===== config.mk =====
export PLATFORM = sky130hd
export DESIGN_NAME = tmb_timer
export DESIGN_NICKNAME = d
export VERILOG_FILES = /design/src/shared/tmb_pkg.sv /design/src/shared/tmb_tick_if.sv /design/src/rtl/tmb_timer.sv /design/src/rtl/tmb_tick_gen.sv
export VERILOG_INCLUDE_DIRS = /design/src /design/src/shared
export SDC_FILE = /design/constraint.sdc
export NUM_CORES = 1
export LEC_CHECK = 0
export ABC_CLOCK_PERIOD_IN_PS = 2700
export BUFFER_PORTS_ARGS = -buffer_cell sky130_fd_sc_hd__buf_2
export CAP_MARGIN = 10
export CORE_ASPECT_RATIO = 1.1
export CORE_MARGIN = 3
export CORE_UTILIZATION = 59
export CTS_CLUSTER_DIAMETER = 60
export DETAILED_ROUTE_END_ITERATION = 7
export PLACE_DENSITY_LB_ADDON = 0.1
export SETUP_SLACK_MARGIN = 0.02
export SLEW_MARGIN = 15
export SYNTH_ARGS = -nofsm -noshare
export SYNTH_HDL_FRONTEND = slang
export SYNTH_HIERARCHICAL = 1
export SYNTH_SLANG_ARGS = --single-unit

===== constraint.sdc =====
create_clock -name mclk -period 2.7 [get_ports mclk]
set_input_delay 0 -clock mclk [delete_from_list [all_inputs] [get_ports mclk]]
set_output_delay 0 -clock mclk [all_outputs]
set_load 0.005 [all_outputs]

===== src/shared/tmb_map.svh =====
`ifndef TMB_MAP_SVH
`define TMB_MAP_SVH

// Register addresses on the special function register port
`define TMB_ADDR_CTRL     8'h91
`define TMB_ADDR_RLD_LO   8'h92
`define TMB_ADDR_RLD_HI   8'h93
`define TMB_ADDR_CNT_LO   8'h94
`define TMB_ADDR_CNT_HI   8'h95

// Control register field positions
`define TMB_BIT_HI_OVF    7
`define TMB_BIT_LO_OVF    6
`define TMB_BIT_LO_IRQ_EN 5
`define TMB_BIT_SPLIT     3
`define TMB_BIT_RUN       2
`define TMB_BIT_ALT_CLK   0

// Writable control bits; bits 4 and 1 stay zero
`define TMB_CTRL_WR_MASK  8'hED

// Reset value of every register
`define TMB_RST_BYTE      8'h00

// Prescaler ratios
`define TMB_CORE_DIV      12
`define TMB_EXT_DIV       8

`endif


===== src/shared/tmb_pkg.sv =====
`default_nettype none

package tmb_pkg;

  typedef logic [7:0] tmb_byte_t;

  // Counter arrangement, one-hot
  typedef enum logic [1:0] {
    TMB_MODE_WIDE  = 2'b01,
    TMB_MODE_SPLIT = 2'b10
  } tmb_mode_e;

endpackage

`default_nettype wire


===== src/shared/tmb_tick_if.sv =====
`timescale 1ns/1ps
`default_nettype none

interface tmb_tick_if;
  logic core_tick;
  logic ext_tick;

  modport src (
    output core_tick,
    output ext_tick
  );

  modport snk (
    input core_tick,
    input ext_tick
  );
endinterface

`default_nettype wire


===== src/rtl/tmb_timer.sv =====
`timescale 1ns/1ps
`default_nettype none
`include "tmb_map.svh"

module tmb_timer (
  // Clock and reset
  input  wire logic       mclk,
  input  wire logic       reset,
  // Special function register port
  input  wire logic [7:0] sfr_addr,
  input  wire logic       sfr_wr,
  input  wire logic       sfr_rd,
  input  wire logic [7:0] sfr_wdata,
  output logic      [7:0] sfr_rdata,
  // Clock selects held in the clock control register
  input  wire logic       high_byte_fast_clock_select,
  input  wire logic       low_byte_fast_clock_select,
  // External oscillator
  input  wire logic       ext_clk,
  // Interrupt
  input  wire logic       timer_irq_enable,
  output logic            irq_request
);

  tmb_tick_if ticks ();

  tmb_tick_gen #(
    .CORE_DIV (`TMB_CORE_DIV),
    .EXT_DIV  (`TMB_EXT_DIV)
  ) u_tick_gen (
    .mclk    (mclk),
    .reset   (reset),
    .ext_clk (ext_clk),
    .ticks   (ticks)
  );

  tmb_pkg::tmb_byte_t ctrl_reg,   ctrl_next;
  tmb_pkg::tmb_byte_t rld_lo_reg, rld_lo_next;
  tmb_pkg::tmb_byte_t rld_hi_reg, rld_hi_next;
  tmb_pkg::tmb_byte_t cnt_lo_reg, cnt_lo_next;
  tmb_pkg::tmb_byte_t cnt_hi_reg, cnt_hi_next;
  tmb_pkg::tmb_byte_t rdata_reg,  rdata_next;
  logic               irq_reg,    irq_next;

  tmb_pkg::tmb_mode_e mode;
  logic               wr_ctrl, wr_rld_lo, wr_rld_hi, wr_cnt_lo, wr_cnt_hi;
  logic               alt_tick, tick_lo, tick_hi;
  logic               run, lo_set, hi_set;
  logic [15:0]        cnt16;

  // Register decode
  always_comb begin
    wr_ctrl   = sfr_wr && (sfr_addr == `TMB_ADDR_CTRL);
    wr_rld_lo = sfr_wr && (sfr_addr == `TMB_ADDR_RLD_LO);
    wr_rld_hi = sfr_wr && (sfr_addr == `TMB_ADDR_RLD_HI);
    wr_cnt_lo = sfr_wr && (sfr_addr == `TMB_ADDR_CNT_LO);
    wr_cnt_hi = sfr_wr && (sfr_addr == `TMB_ADDR_CNT_HI);
  end

  // Count pulse per byte
  always_comb begin
    alt_tick = ctrl_reg[`TMB_BIT_ALT_CLK] ? ticks.ext_tick : ticks.core_tick;
    tick_hi  = high_byte_fast_clock_select | alt_tick;
    tick_lo  = low_byte_fast_clock_select | alt_tick;
    run      = ctrl_reg[`TMB_BIT_RUN];
    mode     = ctrl_reg[`TMB_BIT_SPLIT] ? tmb_pkg::TMB_MODE_SPLIT : tmb_pkg::TMB_MODE_WIDE;
    cnt16    = {cnt_hi_reg, cnt_lo_reg};
  end

  // Counting, reload and overflow detection
  always_comb begin
    cnt_lo_next = cnt_lo_reg;
    cnt_hi_next = cnt_hi_reg;
    lo_set      = 1'b0;
    hi_set      = 1'b0;
    unique case (mode)
      tmb_pkg::TMB_MODE_WIDE: begin
        // Whole word follows the low byte's clock choice
        if (run && tick_lo) begin
          lo_set = (cnt_lo_reg == '1);
          if (cnt16 == '1) begin
            {cnt_hi_next, cnt_lo_next} = {rld_hi_reg, rld_lo_reg};
            hi_set = 1'b1;
          end else begin
            {cnt_hi_next, cnt_lo_next} = cnt16 + 16'h0001;
          end
        end
      end
      tmb_pkg::TMB_MODE_SPLIT: begin
        if (tick_lo) begin
          if (cnt_lo_reg == '1) begin
            cnt_lo_next = rld_lo_reg;
            lo_set      = 1'b1;
          end else begin
            cnt_lo_next = cnt_lo_reg + 8'h01;
          end
        end
        if (run && tick_hi) begin
          if (cnt_hi_reg == '1) begin
            cnt_hi_next = rld_hi_reg;
            hi_set      = 1'b1;
          end else begin
            cnt_hi_next = cnt_hi_reg + 8'h01;
          end
        end
      end
    endcase
    // Software write to a counter byte beats the count in that cycle
    if (wr_cnt_lo) begin
      cnt_lo_next = sfr_wdata;
    end
    if (wr_cnt_hi) begin
      cnt_hi_next = sfr_wdata;
    end
  end

  // Control, reload and flags; a set beats a software clear
  always_comb begin
    ctrl_next = wr_ctrl ? (sfr_wdata & `TMB_CTRL_WR_MASK) : ctrl_reg;
    ctrl_next[`TMB_BIT_HI_OVF] = ctrl_next[`TMB_BIT_HI_OVF] | hi_set;
    ctrl_next[`TMB_BIT_LO_OVF] = ctrl_next[`TMB_BIT_LO_OVF] | lo_set;
    rld_lo_next = wr_rld_lo ? sfr_wdata : rld_lo_reg;
    rld_hi_next = wr_rld_hi ? sfr_wdata : rld_hi_reg;
  end

  // Interrupt request from the stored flags, lagging them by one cycle
  always_comb begin
    irq_next = timer_irq_enable & (ctrl_reg[`TMB_BIT_HI_OVF] |
               (ctrl_reg[`TMB_BIT_LO_IRQ_EN] & ctrl_reg[`TMB_BIT_LO_OVF]));
  end

  // Read data, valid the edge after the read strobe
  always_comb begin
    rdata_next = rdata_reg;
    if (sfr_rd) begin
      unique case (sfr_addr)
        `TMB_ADDR_CTRL:   rdata_next = ctrl_reg;
        `TMB_ADDR_RLD_LO: rdata_next = rld_lo_reg;
        `TMB_ADDR_RLD_HI: rdata_next = rld_hi_reg;
        `TMB_ADDR_CNT_LO: rdata_next = cnt_lo_reg;
        `TMB_ADDR_CNT_HI: rdata_next = cnt_hi_reg;
        default:          rdata_next = `TMB_RST_BYTE;
      endcase
    end
  end

  always_ff @(posedge mclk or posedge reset) begin
    if (reset) begin
      ctrl_reg   <= `TMB_RST_BYTE;
      rld_lo_reg <= `TMB_RST_BYTE;
      rld_hi_reg <= `TMB_RST_BYTE;
      cnt_lo_reg <= `TMB_RST_BYTE;
      cnt_hi_reg <= `TMB_RST_BYTE;
      rdata_reg  <= `TMB_RST_BYTE;
      irq_reg    <= 1'b0;
    end else begin
      ctrl_reg   <= ctrl_next;
      rld_lo_reg <= rld_lo_next;
      rld_hi_reg <= rld_hi_next;
      cnt_lo_reg <= cnt_lo_next;
      cnt_hi_reg <= cnt_hi_next;
      rdata_reg  <= rdata_next;
      irq_reg    <= irq_next;
    end
  end

  assign sfr_rdata   = rdata_reg;
  assign irq_request = irq_reg;

  AST_WIDE_RELOAD: assert property (@(posedge mclk) disable iff (reset)
    (!ctrl_reg[`TMB_BIT_SPLIT] && run && tick_lo && cnt16 == 16'hFFFF
     && !wr_cnt_lo && !wr_cnt_hi)
    |=> (cnt_lo_reg == $past(rld_lo_reg)) && (cnt_hi_reg == $past(rld_hi_reg))
        && ctrl_reg[`TMB_BIT_HI_OVF] && ctrl_reg[`TMB_BIT_LO_OVF])
    else $error("16-bit wrap did not reload or set both flags");

  AST_WIDE_COUNT: assert property (@(posedge mclk) disable iff (reset)
    (!ctrl_reg[`TMB_BIT_SPLIT] && run && tick_lo && cnt_lo_reg == 8'hFF
     && cnt_hi_reg != 8'hFF && !wr_cnt_lo && !wr_cnt_hi)
    |=> (cnt_lo_reg == 8'h00) && (cnt_hi_reg == $past(cnt_hi_reg) + 8'h01))
    else $error("low byte carry did not reach the high byte");

  AST_WIDE_STOP: assert property (@(posedge mclk) disable iff (reset)
    (!ctrl_reg[`TMB_BIT_SPLIT] && !run && !wr_cnt_lo && !wr_cnt_hi)
    |=> $stable(cnt_lo_reg) && $stable(cnt_hi_reg))
    else $error("stopped timer changed its count");

  AST_SPLIT_LOW_FREE: assert property (@(posedge mclk) disable iff (reset)
    (ctrl_reg[`TMB_BIT_SPLIT] && low_byte_fast_clock_select && !wr_cnt_lo
     && cnt_lo_reg < 8'hFE)
    |=> cnt_lo_reg == $past(cnt_lo_reg) + 8'h01)
    else $error("split low byte did not count on the fast clock");

  AST_SPLIT_HIGH_GATE: assert property (@(posedge mclk) disable iff (reset)
    (ctrl_reg[`TMB_BIT_SPLIT] && !run && !wr_cnt_hi) |=> $stable(cnt_hi_reg))
    else $error("split high byte counted while stopped");

  AST_SPLIT_RELOAD: assert property (@(posedge mclk) disable iff (reset)
    (ctrl_reg[`TMB_BIT_SPLIT] && tick_lo && cnt_lo_reg == 8'hFF && !wr_cnt_lo)
    |=> (cnt_lo_reg == $past(rld_lo_reg)) && ctrl_reg[`TMB_BIT_LO_OVF])
    else $error("split low wrap did not reload or flag");

  AST_SPLIT_HIGH_WRAP: assert property (@(posedge mclk) disable iff (reset)
    (ctrl_reg[`TMB_BIT_SPLIT] && run && tick_hi && cnt_hi_reg == 8'hFF && !wr_cnt_hi)
    |=> (cnt_hi_reg == $past(rld_hi_reg)) && ctrl_reg[`TMB_BIT_HI_OVF])
    else $error("split high wrap did not reload or flag");

  AST_FLAG_STICKY: assert property (@(posedge mclk) disable iff (reset)
    (!wr_ctrl && (ctrl_reg[`TMB_BIT_HI_OVF] || ctrl_reg[`TMB_BIT_LO_OVF]))
    |=> (ctrl_reg[`TMB_BIT_HI_OVF] >= $past(ctrl_reg[`TMB_BIT_HI_OVF]))
        && (ctrl_reg[`TMB_BIT_LO_OVF] >= $past(ctrl_reg[`TMB_BIT_LO_OVF])))
    else $error("overflow flag cleared without a write");

  AST_IRQ_HIGH: assert property (@(posedge mclk) disable iff (reset)
    (timer_irq_enable && ctrl_reg[`TMB_BIT_HI_OVF]) |=> irq_request)
    else $error("high overflow raised no interrupt request");

  AST_IRQ_LOW_GATE: assert property (@(posedge mclk) disable iff (reset)
    (!ctrl_reg[`TMB_BIT_HI_OVF] && !(ctrl_reg[`TMB_BIT_LO_IRQ_EN]
     && ctrl_reg[`TMB_BIT_LO_OVF])) |=> !irq_request)
    else $error("interrupt request without an enabled flag");

  AST_IRQ_NO_ENABLE: assert property (@(posedge mclk) disable iff (reset)
    !timer_irq_enable |=> !irq_request)
    else $error("interrupt request while timer interrupt disabled");

  AST_RESERVED_ZERO: assert property (@(posedge mclk) disable iff (reset)
    wr_ctrl |=> (ctrl_reg[4] == 1'b0) && (ctrl_reg[1] == 1'b0)
                && (ctrl_reg[`TMB_BIT_RUN] == $past(sfr_wdata[`TMB_BIT_RUN])))
    else $error("control write stored a reserved bit or lost run");

  AST_ALT_DIV12: assert property (@(posedge mclk) disable iff (reset)
    (ctrl_reg[`TMB_BIT_SPLIT] && !low_byte_fast_clock_select
     && !ctrl_reg[`TMB_BIT_ALT_CLK] && !ticks.core_tick && !wr_cnt_lo)
    |=> $stable(cnt_lo_reg))
    else $error("low byte counted without a divided tick");

  AST_READ_RELOAD: assert property (@(posedge mclk) disable iff (reset)
    (sfr_rd && sfr_addr == `TMB_ADDR_RLD_HI) |=> sfr_rdata == $past(rld_hi_reg))
    else $error("reload high read returned wrong data");

endmodule // tmb_timer

`default_nettype wire


===== src/rtl/tmb_tick_gen.sv =====
`timescale 1ns/1ps
`default_nettype none
`include "tmb_map.svh"

module tmb_tick_gen #(
  parameter int CORE_DIV = `TMB_CORE_DIV,
  parameter int EXT_DIV  = `TMB_EXT_DIV
) (
  // Clock and reset
  input  wire logic mclk,
  input  wire logic reset,
  // External oscillator, asynchronous
  input  wire logic ext_clk,
  // Count pulses
  tmb_tick_if.src   ticks
);

  localparam int CW = $clog2(CORE_DIV);
  localparam int EW = $clog2(EXT_DIV);

  logic [CW-1:0] pre_reg,  pre_next;
  logic          core_tick_reg, core_tick_next;
  logic          sync1_reg, sync2_reg, sync3_reg;
  logic [EW-1:0] ecnt_reg, ecnt_next;
  logic          ext_tick_reg, ext_tick_next;
  logic          ext_rise;

  // Core clock divided by twelve
  always_comb begin
    core_tick_next = (pre_reg == CW'(CORE_DIV - 1));
    pre_next       = core_tick_next ? '0 : pre_reg + CW'(1);
  end

  // Edge of the synchronised oscillator; first stage is read by the second only
  always_comb begin
    ext_rise      = sync2_reg & ~sync3_reg;
    ext_tick_next = ext_rise && (ecnt_reg == EW'(EXT_DIV - 1));
    ecnt_next     = ext_rise ? ecnt_reg + EW'(1) : ecnt_reg;
  end

  always_ff @(posedge mclk or posedge reset) begin
    if (reset) begin
      pre_reg       <= '0;
      core_tick_reg <= 1'b0;
      sync1_reg     <= 1'b0;
      sync2_reg     <= 1'b0;
      sync3_reg     <= 1'b0;
      ecnt_reg      <= '0;
      ext_tick_reg  <= 1'b0;
    end else begin
      pre_reg       <= pre_next;
      core_tick_reg <= core_tick_next;
      sync1_reg     <= ext_clk;
      sync2_reg     <= sync1_reg;
      sync3_reg     <= sync2_reg;
      ecnt_reg      <= ecnt_next;
      ext_tick_reg  <= ext_tick_next;
    end
  end

  assign ticks.core_tick = core_tick_reg;
  assign ticks.ext_tick  = ext_tick_reg;

  AST_CORE_PERIOD: assert property (@(posedge mclk) disable iff (reset)
    core_tick_reg |-> ##12 core_tick_reg)
    else $error("core tick period is not twelve cycles");

  AST_EXT_SPACING: assert property (@(posedge mclk) disable iff (reset)
    ext_tick_reg |=> !ext_tick_reg [*8])
    else $error("external tick faster than one per eight edges");

endmodule // tmb_tick_gen

`default_nettype wire


# == Word level (Yosys, flattened, before mapping) ==
# Index checks and enable logic that the tools add are counted.
# word_totals
register_bits,59
latchBits,0
mem_bits_rw,0
mem_bits_ro,0
in_bits,24
output_inout_bits,9
word_cells,81
memories,0
# op_classes
add_sub_neg,5
multipliers,0
div,0
order_cmp,0
n_eq_ne,16
shift,0
n_mux,26
bitwise,9
n_reduce_logical,10
# ops
operator,n
8-bit 2-to-1 mux,11
8-bit == test (second input constant),7
8-bit case mux with 5 select lines,1
8-bit case mux with 2 select lines,2
16-bit by 1-bit adder with 16-bit output (second input constant),1
8-bit by 1-bit adder with 8-bit output (second input constant),2
16-bit == test (second input constant),1
3-bit != test (second input constant),4
1-bit logical AND,8
1-bit 2-to-1 mux,8
1-bit bitwise OR,5
4-bit by 1-bit adder with 4-bit output (second input constant),1
4-bit == test (second input constant),1
4-bit 2-to-1 mux,1
1-bit case mux with 2 select lines,2
2-bit AND reduction,2
3-bit by 1-bit adder with 3-bit output (second input constant),1
1-bit bitwise AND,3
3-bit == test (second input constant),1
2-bit by 1-bit == test with 1-bit output (second input constant),1
2-bit == test (second input constant),1
2-bit 2-to-1 mux,1
1-bit inverter,1

# == Longest topological paths before layout ==
# depth
ltp_word,6
ltp_mapped,9

# == Cells and area by module ==
# The synthesis kept the hierarchy.
# modules_own_cells
mod,instances,cells_each,area_each_um2
tmb_timer,1,314,2866.5
tmb_tick_gen,1,30,465.4

# == Worst setup path after synthesis ==
# Ideal clock, no wire load.
# synth_timing
path_kind,reg-to-reg
startpoint,reg cnt_hi_reg[0]
endpoint,reg cnt_lo_reg[5]
setup_time_ns,0.121
arrival_ns,1.808
required_ns,2.579
setup_slack_ns,0.771
path_stages_with_launch,9
path_buffers,1
path_cell_list,dfrtp_1 > ha_1 > and2_1 > and3_1 > o21a_1 > buf_2 > nor3_1 > o21ai_0 > a22o_1
# synth_via
elab_chain_cells,5
# synth_rtl
item,line_no,text
start: declaration,tmb_timer.sv:41,"tmb_pkg::tmb_byte_t cnt_hi_reg, cnt_hi_next;"
start signal: assignment,tmb_timer.sv:153,cnt_hi_reg <= `TMB_RST_BYTE;
start signal: assignment,tmb_timer.sv:161,cnt_hi_reg <= cnt_hi_next;
16-bit == test,tmb_timer.sv:81,if (cnt16 == '1) begin
8-bit 2-to-1 mux,tmb_timer.sv:81,
8-bit 2-to-1 mux,tmb_timer.sv:79,if (run && tick_lo) begin
8-bit case mux with 2 select lines,tmb_timer.sv:76,unique case (mode)
8-bit 2-to-1 mux,tmb_timer.sv:109,if (wr_cnt_lo) begin
end signal: assignment,tmb_timer.sv:152,cnt_lo_reg <= `TMB_RST_BYTE;
end signal: assignment,tmb_timer.sv:160,cnt_lo_reg <= cnt_lo_next;
end: declaration,tmb_timer.sv:40,"tmb_pkg::tmb_byte_t cnt_lo_reg, cnt_lo_next;"
# No other way between the ends. The select of a mux whose other input is x is not followed.
# A chain may end at the register's enable or synchronous reset.

# == Worst setup path after layout ==
# layout_timing
startpoint,reg cnt_lo_reg[0]
endpoint,reg cnt_hi_reg[5]
# layout_via
elab_chain_cells,5
elab_cells_between_ends,6
cone_classes,add/sub: 1; eq/ne: 1; mux: 4
# layout_rtl
item,line_no,text
16-bit by 1-bit adder with 16-bit output / 16-bit == test (equally long branches),"tmb_timer.sv:85, tmb_timer.sv:81",
8-bit 2-to-1 mux *,tmb_timer.sv:81,
8-bit 2-to-1 mux *,tmb_timer.sv:79,
8-bit case mux with 2 select lines *,tmb_timer.sv:76,
8-bit 2-to-1 mux *,tmb_timer.sv:112,if (wr_cnt_hi) begin
# Mark *: on every way between the ends. The rest lies on a longest branch, timed or not. The select of a mux whose other input is x is not followed.

==> metrics.yaml <==
fmax_mhz: 428.1
slew_headroom_pct: 32.94
cts_made_buffers: 9
timing.final.max_slew_violations: 0
cts_tree: "yes"
path_delay_family: "simple AND/OR/NAND/NOR gates"
io_buffers: 32
num_vias: 2944
dp.cells: 438
power_leakage_nw: 1.678
synth_edf_count: 0
cp_data_arrival_time_ns: 2.60
instances_no_fill: 465
path_clk_slew_ns: 0.07
die_x_um: 77.65
critPathSlowestCell: "or4_4"
cts.sinks: 59
chipHeight_um: 84.82
setup_viol: 0
drt-initial-drc-count: 442
p_per_area_nw_per_um2: 595.1
path_cells: "nand3_1 > or4_4 > or3_1 > a311oi_1 > nor3_1 > o21ai_1"
ys_ff_latch: 59
worst_ir_drop_vdd_mv: 0.4586
pin_count: 33
start_util_pct: 61.36
worstSkewPairLatency_ns: 0.34
drv_cap: 0
place_congestion: 0.9514
ys_seq_area_share_pct: 44.31
grt_antenna_before_repair: 0
ctsHtreeMaxLevel: 3
routed_wl_um: 8781
max_slew.worst_pin.slew_ns: 1.004
ys.warnings.count: 6
coreArea_sq_um: 5430
grt_pass1_wl_um: 14450
cts-resized-gates: 0
grt_start_max_net_pins: 48
cp-end-kind: "flip-flop"
finalCritPeriodShare_pct: 86.51
cp_num_buf_inv: 0
antennaDiodeCount: 0
drt.antenna.violating_nets: 0
netlist_instances: 344
min_path_type: "in -> reg"
syn_avg_cell_area_sq_um: 9.686
overflow: 0
routed_via_density: 6.331
synth_fp_nets: 373
synthArstFlopShare_pct: 100.0
fin_setup_tns_ns: 0
fin_crit_ns: 2.336
syn_area_sq_um: 3332
nFillCells: 412
status: "completed"
remaining_drc_errors: 0
rows: 28
grt_pass1_vias: 2837
grt.total_usage_pct: 28.74
post_cts.repair.setup_buffers: 0
wl_per_cell_um: 18.88
cts-root-buf: "clkbuf_8"
cpPeakStageDelay_ns: 0.61
rsz0062_at_grt: "no"
dieArea_sq_um: 6586
hold_viol_final: 0
cp.required_ns: 2.96
cp_max_fo: 7
first_pass_iters: 6
path_class: "reg -> reg"
ys_types: 56
synth_top_flop_cell: "dfrtp_1"
drive_above_1_share_pct: 24.36
clockBufferDepth: 2
nets: 414
worstSetupStartpointType: "flip-flop"
finClkSkew_ns: 0.009072
area_delta_synth_final_pct: 15.06
hpwlAfterDp_um: 6247
-- metrics by stage --
| step | utilization (%) | hold WS, ns | worst slack [ns] | total power [W] | cell area [sq um] |
|---|---|---|---|---|---|
| floorplan | - | -0.1353 | 0.7714 | 0.001336 | 3332 |
| global placement | 64.86 | 0.02942 | 0.5432 | 0.001433 | 3522 |
| detailed placement | 64.86 | 0.02965 | 0.4820 | 0.001451 | 3522 |
| CTS | 70.60 | 0.004535 | 0.4299 | 0.002285 | 3834 |
| global route | 70.60 | 0.03076 | 0.1641 | 0.002389 | 3834 |
| finish | 70.60 | 0.02451 | 0.3641 | 0.002281 | 3834 |
-- cells in the mapped netlist (2+ instances only) --
cell type  instances  share of area, %
o2111ai_1          2              0.53
nand2_1           39               4.4
and4_1             3              0.79
mux2_2            31                10
a22o_1             4               1.1
o22ai_1            3              0.56
mux2i_1            5               1.5
xor2_1             2              0.53
nor2_2             2              0.38
nor4_1             3              0.56
buf_2              3              0.45
nor2_1            29               3.3
nor3_1            11               1.7
and3b_1            2              0.53
o21a_1             2              0.45
a21oi_1           17               2.6
a41oi_1            2              0.53
clkbuf_1          10               1.1
a221oi_1           6               1.6
nand3_1           12               1.8
or3_1              2              0.38
o21ai_0           28               4.2
and3_1             6               1.1
nand4_1            4              0.75
a22oi_1            7               1.6
and2_1             3              0.56
a31oi_1            3              0.56
mux2_4             2              0.90
inv_1              5              0.56
dfrtp_1           59                44
nor2b_1            5              0.94
a222oi_1           2              0.60
buf_6              3               1.0
ha_1               5               1.9
-- what timing repair did --
action,in CTS,in global routing
endpoints found under the hold margin,98,0
hold buffers,11,0
setup endpoints to repair,0,0
-- final timing paths --
kind	depth (start not counted)	startpoint	slack (ns)	to
max	6	cnt_lo_reg[0]	0.36	cnt_hi_reg[5]
min	2	sfr_rd	0.02	sfr_rdata[6]
max reg2reg	6	cnt_lo_reg[0]	0.36	cnt_hi_reg[5]
min reg2reg	0	u_tick_gen/sync1_reg	0.36	u_tick_gen/sync2_reg
max in group asynchronous	3	reset	1.61	rld_lo_reg[3]
min in group asynchronous	3	reset	0.23	u_tick_gen/ecnt_reg[0]
-- cells in the final DEF, fill, tap and decap left out, types with 6 or more instances in the layout --
master          n
a22oi_1         7
o21ai_0        28
nand2_1        39
and3_1          6
dfrtp_1        59
a221oi_1        6
clkbuf_8       10
nand3_1        12
a21oi_1        17
dlygate4sd3_1  11
buf_2          32
nor3_1         11
nor2_1         29
mux2_2         31
-- per-layer routing --
metal / global-route usage (%) / up-vias / part of all wire [%]
met3: 6.688 / 37 / 8.7
met1: 38.38 / 1382 / 42
met5: 0 / - / 0
met2: 43.61 / 157 / 45
met4: 15.21 / 0 / 4.5
li1: - / 1368 / -
-- area by class of cell --
cell class	instances	area, sq um	area share, %
Clock buffer	10	137.6	3.590
Clock inverter	6	63.81	1.664
Inverter	5	18.77	0.4896
Multi-Input combinational cell	263	1743	45.46
Sequential cell	59	1476	38.51
Tap cell	75	93.84	2.448
Timing Repair Buffer	47	300.3	7.833
-- cell families (layout without fill, tap and decap cells) --
| kind of cell | Yosys count | count (layout) | synth area share (%) |
|---|---|---|---|
| compound gates | 86 | 86 | 16.67 |
| xor+xnor | 2 | 2 | 0.5258 |
| fa+ha+maj | 5 | 5 | 1.878 |
| buf+inv | 22 | 68 | 3.380 |
| flops | 59 | 59 | 44.31 |
| mux | 38 | 38 | 12.88 |
| simple gates | 132 | 132 | 20.35 |
-- power by group --
part / switching (W) / internal [W]
clock network: 0.000372 / 0.000451
logic: 0.000180 / 0.000186
registers: 0.000116 / 0.000976
-- worst reg2reg max path, stage by stage (launching register included) --
cell	delay, ns
dfrtp_1	0.43
nand3_1	0.30
or4_4	0.61
or3_1	0.34
a311oi_1	0.33
nor3_1	0.10
o21ai_1	0.15
(Power assumes the default switching activity.)
